File: src/verilog/lsmu_map.svh
// Offsets, field positions, encodings and reset values of the load/store multiple unit.
`ifndef LSMU_MAP_SVH
`define LSMU_MAP_SVH
`define LSMU_CTRL_OFF 8'h00
`define LSMU_STATUS_OFF 8'h04
`define LSMU_COUNT_OFF 8'h08
`define LSMU_CYCLES_OFF 8'h0c
`define LSMU_CTRL_EN_RST 1'b1
`define LSMU_CYC_IDLE 2'h0
`define LSMU_CYC_N 2'h1
`define LSMU_CYC_S 2'h2
`define LSMU_CYC_I 2'h3
`define LSMU_PC_IDX 4'hf
`define LSMU_PC_BASE_ADJ 32'h8
`define LSMU_PC_STORE_ADJ 32'hc
`define LSMU_WORD_STEP 32'h4
`define LSMU_F_IMMOFF 25
`define LSMU_F_PRE 24
`define LSMU_F_UP 23
`define LSMU_F_BYTE 22
`define LSMU_F_WB 21
`define LSMU_F_LOAD 20
`define LSMU_F_PC_IN_LIST 15
`endif

File: src/verilog/lsmu_pkg.sv
// Types shared by the load/store multiple unit.
package lsmu_pkg;
   typedef logic [1:0] lsmu_cyc_t;
   typedef enum logic [8:0] {
      ST_IDLE = 9'h001,
      ST_SA = 9'h002,
      ST_SB = 9'h004,
      ST_FIN = 9'h008,
      ST_RF_N = 9'h010,
      ST_RF_S = 9'h020,
      ST_BP = 9'h040,
      ST_BX = 9'h080,
      ST_BI = 9'h100
   } lsmu_state_e;
   typedef struct packed {
      lsmu_state_e st;
      logic [31:0] instr;
      logic [31:0] pc;
      logic [31:0] xaddr;
      logic [31:0] nbase;
      logic [15:0] mask;
      logic [3:0] cur;
      logic first;
      logic user;
      logic issue_ready;
      logic wr_en;
      logic [3:0] wr_idx;
      logic [31:0] wr_data;
      logic wb_en;
      logic [3:0] wb_idx;
      logic [31:0] wb_data;
      logic psr_restore;
      lsmu_cyc_t cyc;
      logic xfer;
      logic mem_wr;
      logic mem_byte;
      logic unpriv;
      logic [31:0] mem_addr;
      logic [31:0] wdata;
      logic [3:0] src;
      logic done;
      logic pready;
      logic [31:0] prdata;
      logic pslverr;
      logic ctrl_en;
      logic unsup;
      logic [15:0] retired;
      logic [7:0] cnt_n;
      logic [7:0] cnt_s;
      logic [7:0] cnt_i;
      logic [7:0] last_n;
      logic [7:0] last_s;
      logic [7:0] last_i;
   } lsmu_regs_s;
endpackage

File: src/verilog/lsmu_core.sv
// Execution unit for single and block load/store instructions with an APB status port.
//
// The register offsets and the APB register port were chosen for this implementation.
`timescale 1ns/10ps
`include "lsmu_map.svh"
module lsmu_core (
   input wire logic clock,
   input wire logic rstn,
   input wire logic psel,
   input wire logic penable,
   input wire logic pwrite,
   input wire logic [7:0] paddr,
   input wire logic [31:0] pwdata,
   output logic [31:0] prdata,
   output logic pready,
   output logic pslverr,
   input wire logic issue_valid,
   input wire logic [31:0] issue_instr,
   input wire logic [31:0] issue_pc,
   input wire logic [31:0] base_val,
   input wire logic [31:0] index_val,
   output logic issue_ready,
   output logic [3:0] rf_rd_idx,
   input wire logic [31:0] rf_rd_data,
   output logic rf_user_bank,
   output logic rf_wr_en,
   output logic [3:0] rf_wr_idx,
   output logic [31:0] rf_wr_data,
   output logic wb_en,
   output logic [3:0] wb_idx,
   output logic [31:0] wb_data,
   output logic psr_restore,
   output lsmu_pkg::lsmu_cyc_t mem_cyc,
   output logic mem_xfer,
   output logic mem_wr,
   output logic mem_byte,
   output logic mem_unpriv,
   output logic [31:0] mem_addr,
   output logic [31:0] mem_wdata,
   input wire logic [31:0] mem_rdata,
   output logic instr_done
);
   import lsmu_pkg::*;

   lsmu_regs_s r;
   lsmu_regs_s n;

   function automatic logic [3:0] lowest_set(input logic [15:0] m);
      lowest_set = 4'h0;
      for (int k = 15; k >= 0; k--) begin
         if (m[k]) begin
            lowest_set = 4'(k);
         end
      end
   endfunction

   function automatic logic [4:0] count_set(input logic [15:0] m);
      count_set = 5'h0;
      for (int k = 0; k < 16; k++) begin
         count_set = count_set + 5'(m[k]);
      end
   endfunction

   // A rotate by zero passes the value through, as there is no carry input here.
   function automatic logic [31:0] shift_imm(input logic [31:0] v, input logic [4:0] amt,
                                             input logic [1:0] typ);
      logic [63:0] rot;
      rot = {v, v} >> amt;
      case (typ)
         2'h0: shift_imm = v << amt;
         2'h1: shift_imm = (amt == 5'h0) ? 32'h0 : v >> amt;
         2'h2: shift_imm = (amt == 5'h0) ? {32{v[31]}} : 32'($signed(v) >>> amt);
         default: shift_imm = rot[31:0];
      endcase
   endfunction

   logic [31:0] di;
   logic acc;
   logic is_sgl;
   logic is_blk;
   logic [3:0] rn_idx;
   logic post_w;
   logic [31:0] imm12;
   logic [31:0] base_eff;
   logic [31:0] offset;
   logic [31:0] moved;
   logic [31:0] nbytes;
   logic [31:0] blk_start;
   logic [31:0] blk_end;
   logic [31:0] src_val;
   logic [31:0] bsh;
   logic [31:0] ld_val;
   logic [15:0] rem;
   logic r_load;
   logic r_wb_req;

   always_comb begin
      di = issue_instr;
      acc = issue_valid && r.issue_ready;
      is_sgl = (di[27:26] == 2'h1);
      is_blk = (di[27:25] == 3'h4);
      rn_idx = di[19:16];
      post_w = !di[`LSMU_F_PRE] && di[`LSMU_F_WB];
      imm12 = {20'h0, di[11:0]};
      base_eff = (rn_idx == `LSMU_PC_IDX) ? issue_pc + `LSMU_PC_BASE_ADJ : base_val;
      offset = di[`LSMU_F_IMMOFF] ? shift_imm(index_val, di[11:7], di[6:5]) : imm12;
      moved = di[`LSMU_F_UP] ? base_eff + offset : base_eff - offset;
      nbytes = {25'h0, count_set(di[15:0]), 2'h0};
      case ({di[`LSMU_F_PRE], di[`LSMU_F_UP]})
         2'h1: blk_start = base_val;
         2'h3: blk_start = base_val + `LSMU_WORD_STEP;
         2'h0: blk_start = base_val - nbytes + `LSMU_WORD_STEP;
         default: blk_start = base_val - nbytes;
      endcase
      blk_end = di[`LSMU_F_UP] ? base_val + nbytes : base_val - nbytes;
      // The base written back this cycle is not yet in the register file, so forward it.
      if (r.cur == `LSMU_PC_IDX) begin
         src_val = r.pc + `LSMU_PC_STORE_ADJ;
      end else if (r.wb_en && r.cur == r.wb_idx) begin
         src_val = r.wb_data;
      end else begin
         src_val = rf_rd_data;
      end
      bsh = mem_rdata >> {r.xaddr[1:0], 3'h0};
      ld_val = r.instr[`LSMU_F_BYTE] ? {24'h0, bsh[7:0]} : mem_rdata;
      rem = r.mask & ~(16'h1 << r.cur);
      r_load = r.instr[`LSMU_F_LOAD];
      r_wb_req = !r.instr[`LSMU_F_PRE] || r.instr[`LSMU_F_WB];
   end

   always_comb begin
      n = r;
      n.wr_en = 1'b0;
      n.wb_en = 1'b0;
      n.psr_restore = 1'b0;
      n.done = 1'b0;
      n.xfer = 1'b0;
      n.mem_wr = 1'b0;
      n.unpriv = 1'b0;
      n.cyc = `LSMU_CYC_IDLE;
      n.pready = psel && !penable;
      n.pslverr = 1'b0;
      if (psel && !penable) begin
         case (paddr)
            `LSMU_CTRL_OFF: n.prdata = {31'h0, r.ctrl_en};
            `LSMU_STATUS_OFF: n.prdata = {30'h0, r.unsup, r.st != ST_IDLE};
            `LSMU_COUNT_OFF: n.prdata = {16'h0, r.retired};
            `LSMU_CYCLES_OFF: n.prdata = {8'h0, r.last_i, r.last_s, r.last_n};
            default: begin
               n.prdata = 32'h0;
               n.pslverr = 1'b1;
            end
         endcase
      end
      if (psel && penable && r.pready && pwrite) begin
         if (paddr == `LSMU_CTRL_OFF) begin
            n.ctrl_en = pwdata[0];
         end
         if (paddr == `LSMU_STATUS_OFF && pwdata[1]) begin
            n.unsup = 1'b0;
         end
      end
      if (r.cyc != `LSMU_CYC_IDLE) begin
         n.cnt_n = r.cnt_n + 8'(r.cyc == `LSMU_CYC_N);
         n.cnt_s = r.cnt_s + 8'(r.cyc == `LSMU_CYC_S);
         n.cnt_i = r.cnt_i + 8'(r.cyc == `LSMU_CYC_I);
         if (r.done) begin
            n.last_n = n.cnt_n;
            n.last_s = n.cnt_s;
            n.last_i = n.cnt_i;
            n.cnt_n = 8'h0;
            n.cnt_s = 8'h0;
            n.cnt_i = 8'h0;
            n.retired = r.retired + 16'h1;
         end
      end
      case (r.st)
         ST_IDLE: begin
            if (acc && is_sgl) begin
               n.instr = di;
               n.pc = issue_pc;
               n.xaddr = di[`LSMU_F_PRE] ? moved : base_eff;
               n.nbase = moved;
               n.cur = di[15:12];
               n.user = 1'b0;
               n.st = ST_SA;
               n.cyc = `LSMU_CYC_N;
               if (di[`LSMU_F_LOAD]) begin
                  n.xfer = 1'b1;
                  n.mem_addr = n.xaddr;
                  n.mem_byte = di[`LSMU_F_BYTE];
                  n.unpriv = post_w;
               end
            end else if (acc && is_blk) begin
               n.instr = di;
               n.pc = issue_pc;
               n.mask = di[15:0];
               n.cur = lowest_set(di[15:0]);
               n.user = di[`LSMU_F_BYTE] && !(di[`LSMU_F_LOAD] && di[15]);
               n.nbase = blk_end;
               n.first = 1'b1;
               n.cyc = `LSMU_CYC_N;
               n.mem_addr = blk_start;
               n.mem_byte = 1'b0;
               n.xfer = di[`LSMU_F_LOAD];
               n.st = di[`LSMU_F_LOAD] ? ST_BX : ST_BP;
            end else if (acc) begin
               n.unsup = 1'b1;
            end
         end
         ST_SA: begin
            n.wb_en = r_wb_req && r.instr[19:16] != `LSMU_PC_IDX &&
                      !(r_load && r.instr[15:12] == r.instr[19:16]);
            n.wb_idx = r.instr[19:16];
            n.wb_data = r.nbase;
            n.st = ST_SB;
            if (r_load) begin
               n.wr_en = 1'b1;
               n.wr_idx = r.cur;
               n.wr_data = ld_val;
               n.cyc = `LSMU_CYC_I;
            end else begin
               n.xfer = 1'b1;
               n.mem_wr = 1'b1;
               n.mem_addr = r.xaddr;
               n.mem_byte = r.instr[`LSMU_F_BYTE];
               n.unpriv = !r.instr[`LSMU_F_PRE] && r.instr[`LSMU_F_WB];
               n.wdata = r.instr[`LSMU_F_BYTE] ? {4{src_val[7:0]}} : src_val;
               n.src = r.cur;
               n.cyc = `LSMU_CYC_N;
               n.done = 1'b1;
            end
         end
         ST_SB: begin
            if (r_load && r.cur == `LSMU_PC_IDX) begin
               n.st = ST_RF_N;
               n.cyc = `LSMU_CYC_N;
            end else if (r_load) begin
               n.st = ST_FIN;
               n.cyc = `LSMU_CYC_S;
               n.done = 1'b1;
            end else begin
               n.st = ST_IDLE;
            end
         end
         ST_RF_N: begin
            n.st = ST_RF_S;
            n.cyc = `LSMU_CYC_S;
         end
         ST_RF_S: begin
            n.st = ST_FIN;
            n.cyc = `LSMU_CYC_S;
            n.done = 1'b1;
         end
         ST_FIN: begin
            n.st = ST_IDLE;
         end
         ST_BP: begin
            n.xfer = 1'b1;
            n.mem_wr = 1'b1;
            n.wdata = src_val;
            n.src = r.cur;
            n.mask = rem;
            n.cur = lowest_set(rem);
            n.wb_en = r.instr[`LSMU_F_WB];
            n.wb_idx = r.instr[19:16];
            n.wb_data = r.nbase;
            n.cyc = `LSMU_CYC_N;
            n.st = ST_BX;
            n.done = (rem == 16'h0);
         end
         ST_BX: begin
            if (r_load) begin
               n.wr_en = 1'b1;
               n.wr_idx = r.cur;
               n.wr_data = mem_rdata;
               n.psr_restore = r.cur == `LSMU_PC_IDX && r.instr[`LSMU_F_BYTE];
               // A loaded base wins over the written-back one.
               n.wb_en = r.first && r.instr[`LSMU_F_WB] && r.cur != r.instr[19:16];
               n.wb_idx = r.instr[19:16];
               n.wb_data = r.nbase;
               n.first = 1'b0;
               n.mask = rem;
               if (rem != 16'h0) begin
                  n.xfer = 1'b1;
                  n.mem_addr = r.mem_addr + `LSMU_WORD_STEP;
                  n.cur = lowest_set(rem);
                  n.cyc = `LSMU_CYC_S;
               end else begin
                  n.st = ST_BI;
                  n.cyc = `LSMU_CYC_I;
               end
            end else if (r.mask != 16'h0) begin
               n.xfer = 1'b1;
               n.mem_wr = 1'b1;
               n.mem_addr = r.mem_addr + `LSMU_WORD_STEP;
               n.wdata = src_val;
               n.src = r.cur;
               n.mask = rem;
               n.cur = lowest_set(rem);
               n.cyc = `LSMU_CYC_S;
               n.done = (rem == 16'h0);
            end else begin
               n.st = ST_IDLE;
            end
         end
         ST_BI: begin
            n.st = r.instr[`LSMU_F_PC_IN_LIST] ? ST_RF_N : ST_FIN;
            n.cyc = r.instr[`LSMU_F_PC_IN_LIST] ? `LSMU_CYC_N : `LSMU_CYC_S;
            n.done = !r.instr[`LSMU_F_PC_IN_LIST];
         end
         default: begin
            n.st = ST_IDLE;
         end
      endcase
      n.issue_ready = (n.st == ST_IDLE) && n.ctrl_en;
   end

   always_ff @(posedge clock or negedge rstn) begin
      if (!rstn) begin
         r <= '0;
         r.st <= ST_IDLE;
         r.ctrl_en <= `LSMU_CTRL_EN_RST;
         r.issue_ready <= `LSMU_CTRL_EN_RST;
      end else begin
         r <= n;
      end
   end

   assign prdata = r.prdata;
   assign pready = r.pready;
   assign pslverr = r.pslverr;
   assign issue_ready = r.issue_ready;
   assign rf_rd_idx = r.cur;
   assign rf_user_bank = r.user;
   assign rf_wr_en = r.wr_en;
   assign rf_wr_idx = r.wr_idx;
   assign rf_wr_data = r.wr_data;
   assign wb_en = r.wb_en;
   assign wb_idx = r.wb_idx;
   assign wb_data = r.wb_data;
   assign psr_restore = r.psr_restore;
   assign mem_cyc = r.cyc;
   assign mem_xfer = r.xfer;
   assign mem_wr = r.mem_wr;
   assign mem_byte = r.mem_byte;
   assign mem_unpriv = r.unpriv;
   assign mem_addr = r.mem_addr;
   assign mem_wdata = r.wdata;
   assign instr_done = r.done;
endmodule

File: config.mk
export PLATFORM = sky130hd
export DESIGN_NAME = lsmu_core
export DESIGN_NICKNAME = d
export VERILOG_FILES = /design/src/verilog/lsmu_pkg.sv /design/src/verilog/lsmu_core.sv
export VERILOG_INCLUDE_DIRS = /design/src /design/src/verilog
export SDC_FILE = /design/constraint.sdc
export NUM_CORES = 2
export LEC_CHECK = 0
export ABC_CLOCK_PERIOD_IN_PS = 5800
export BUFFER_PORTS_ARGS = -buffer_cell sky130_fd_sc_hd__buf_2
export CAP_MARGIN = 15
export CORE_AREA = 8 8 342 344
export CTS_BUF_LIST = sky130_fd_sc_hd__clkbuf_8
export DETAILED_ROUTE_END_ITERATION = 12
export DIE_AREA = 0 0 350 352
export PLACE_DENSITY_LB_ADDON = 0.25
export SKIP_CTS_REPAIR_TIMING = 1
export SLEW_MARGIN = 25
export SYNTH_ARGS = -nofsm -noshare
export SYNTH_HDL_FRONTEND = slang
export SYNTH_SLANG_ARGS = --single-unit
File: constraint.sdc
create_clock -name clock -period 5.8 [get_ports clock]
set_input_delay 0 -clock clock [delete_from_list [all_inputs] [get_ports clock]]
set_output_delay 0 -clock clock [all_outputs]
set_load 0.005 [all_outputs]
==> summary.txt <==
Cells and area
  • Final Net Count: 5155
  • Commonest non-fill, non-tap cell in the layout: buf_4
  • Synth-to-layout area growth: 29.6%
  • Fraction of layout cells with a size suffix above 1: a little under 30%
  • Final core occ: 38.5%
  • Post-Layout Cell Count: 6405
  • Commonest cells after routing, fill and taps aside: buf_4, nand2_1, buf_2

STA
  • Worst Clk Skew: 0.0619 ns
  • Slew headroom: 33.0%
  • Final setup viols: 8
  • Final min period: 5.95 ns
  • RSZ-0062 raised after global routing: true
  • Hold Vio Cnt, Final: 2
  • Final Worst Setup Slack: -0.146 ns
  • Setup TNS: -0.536 ns
  • Period utilisation layout: 103%
  • Worst-margin pin slew: 1.01 ns
  • Min Hold Slack: -0.00340 ns
  • Fin. max-slew vios: 0
  • Fmax: 168 MHz

Setup path
  • CP Buf/Inv Count: 5
  • Critical path class: primary input to register
  • Crit path capture type: register
  • CP arrival: 6.49 ns
  • Most used cell, CP: fa_1
  • Cells on worst reg2reg path: 12
  • WP depth: 24
  • Crit path launch type: primary input
  • Worst path cell trace: buf_12 > clkinvlp_4 > fa_1 > fa_1 > fa_2 > fa_1 > inv_2 > ha_4 > fa_2 > buf_4 > ha_4 > o21bai_4 > a211o_1 > buf_6 > a21boi_4 > nand4b_1 > a21o_1 > nor4_4 > nand4_1 > xor2_2 > o21ai_2 > a221oi_2 > a211oi_2 > o31a_1
  • Critical path's largest stage delay: 0.59 ns
  • Max FO, Critical Path: 7
  • Slowest stage cell, crit path: fa_1
  • CP top delay family: adder cells
  • Critical Path RT: around 6.4 ns

Yosys
  • Main combinational cell family by area after synthesis: compound AO/OA/AOI/OAI gates
  • YS warnings: 0
  • Adder-Cell Fraction of Synth Area: 3.13%
  • Post-Synth Simple-Gate Area: between 10% and 20%
  • Compound-Gate Fraction of Synth Area: 21.5%
  • Avg Cell Area, Syn: roughly 8.2 um^2
  • XOR/XNOR Fraction of Synth Area: 7.27%
  • Dominant synthesized flop cell: dfrtp_1
  • Post-Syn Area: about 0.033 mm^2
  • Cell count after synthesis: 4042
  • Sequential fraction of the synthesis area: between 20% and 30%
  • Netlist cell types: 100
  • Multiplexer share of the synthesized area: between 10% and 20%
  • EDFF count, synth: 0
  • Async S/R FF share, synth: between 90% and 100%
  • #FFs+latches synth: 378

Global routing
  • Vias in the first global route: 33100
  • Largest net degree at the start of global routing: 130
  • GRT Resource Usage Total: 24.9%
  • Overflow after GRT: 0
  • Initial antenna violation count: 16
  • First-pass GRT wire length: 233000 um

Floorplanning
  • Die area: 0.123 mm^2
  • Core area: 0.112 mm^2
  • Die height: roughly 350 um
  • DIE WIDTH: about 350 um
  • Standard-cell rows: 123
  • Starting Density: 29.7%
  • IO Pins: 424

Worst hold path
  • Hold Path Class: primary input to asynchronous set/reset pin

Routing
  • Total Wirelength: 163000 um
  • DRT Pass-1 Iters: 8
  • ANT nets after route: 0
  • DRC viols: 0
  • Vias: around 35000
  • DR WL/cell: 25.5 um
  • Via/cell ratio: between 5 and 6
  • DRT iter0 DRCs: 3658

Place
  • Placed insts: 6118
  • HPWL after detailed placement: 128000 um
  • GPL Wtd Cong: about 1.0
  • Port Buffers: 381

Clocking
  • Bufs on Longest Clock Path: 3
  • Root Driver: clkbuf_8
  • CTS Sinks: approximately 380
  • Skew-Pair Late Insertion Delay: approximately 0.70 ns
  • Reg clk slew, reported paths: 0.07 ns
  • CTS H-Tree Depth: 3
  • CTS tree: built
  • TritonCTS buffer count: 72

Flow run
  • Max Cap Viol: 0

Power
  • P_leak: approximately 20 nW
  • Power Dens Cells: ~240 mW/mm^2
  • Max IR drop VDD: 175 uV
  • Tot Pwr: 10.4 mW

Status
  • Failing checks: hold timing, setup timing
  • Status: complete, but fails checks
[synthesized netlist by cell type, drive strengths merged, types with 31 or more instances]
library cell / number / area [um^2]
mux2: 107 / 1210
nand2: 511 / 1920
mux2i: 162 / 1620
xor2: 102 / 893
nor3: 95 / 480
mux4: 64 / 1440
a22oi: 38 / 285
nand2b: 33 / 206
nor2: 310 / 1170
ha: 62 / 776
xnor2: 173 / 1520
buf: 242 / 1670
nand3: 104 / 521
a21oi: 231 / 1160
a211oi: 38 / 290
clkbuf: 216 / 811
nor2b: 31 / 194
and3: 53 / 332
o21ai: 411 / 2060
a221oi: 31 / 272
o22ai: 50 / 313
a22o: 65 / 569
nand4: 40 / 250
inv: 79 / 297
dfrtp: 375 / 9380
a21o: 40 / 300
[through the flow]
step | cell area [um^2] | worst slack, ns
final | 42900 | -0.146
after floorplan | 33300 | -0.559
after detailed placement | 39600 | -1.02
after CTS | 41000 | -0.314
after global routing | 42900 | -0.317
after global placement | 39600 | -1.02
[routing by layer]
layer / vias up / GRT usage [%] / share of wire, %
li1: 16100 / - / -
met1: 17200 / 35.1 / 45
met2: 1558 / 37.8 / 43
met3: 262 / 5.08 / 8.1
met4: 6 / 8.14 / 3.7
met5: - / 0 / 0.024
[area by class of cell]
class	instances	area, um^2
antenna	11	27.5
clock inverter	47	279
sequential	378	9460
tap	1500	1880
clock buffer	79	1090
timing repair buffer	1177	8420
fill	11600	68700
inverter	82	319
multi-input combinational	3131	21400
[worst register-to-register path: cells and delay by family, from the launching register on]
| family | cells | cell delay, ns |
|---|---|---|
| flops | 1 | 0.77 |
| buf+inv | 2 | 0.66 |
| simple gates | 5 | 1.42 |
| compound gates | 5 | 1.40 |
[final timing paths]
check                                end  slack [ns]       startpoint
max                         mem_addr[27]       -0.15  issue_instr[15]
min                           prdata[15]      -0.003             rstn
max reg2reg                 mem_addr[11]        1.45     rf_rd_idx[3]
min reg2reg                    prdata[0]        0.46        prdata[0]
max in group asynchronous  mem_wdata[30]        4.38             rstn
min in group clock               pslverr           0             psel
[sequential cells by signal, summed over array words and instances (netlist names), 2 cells and up]
signal and cells:
mem_wdata 32, rf_rd_idx 4, r 200, wb_idx 4, prdata 24, rf_wr_idx 4
wb_data 32, rf_wr_data 32, mem_cyc 2, mem_addr 32
[power by group]
| part | total, mW | switching, mW | internal (mW) |
|---|---|---|---|
| sequential | 2.88 | 0.158 | 2.72 |
| combinational | 4.99 | 2.71 | 2.27 |
| clock | 2.59 | 1.27 | 1.31 |
[logic make-up (layout without fill, tap and decap cells)]
logic type               Yosys count  count (layout)
XOR/XNOR                         275             275
flip-flops                       378             378
other                              1              19
adder cells (fa/ha/maj)           75              75
AND/OR/NAND/NOR                 1312            1312
multiplexers                     333             333
AO/OA/AOI/OAI                   1128            1128
buffers and inverters            540            1385
No activity file was read; power rests on OpenSTA's default activity.
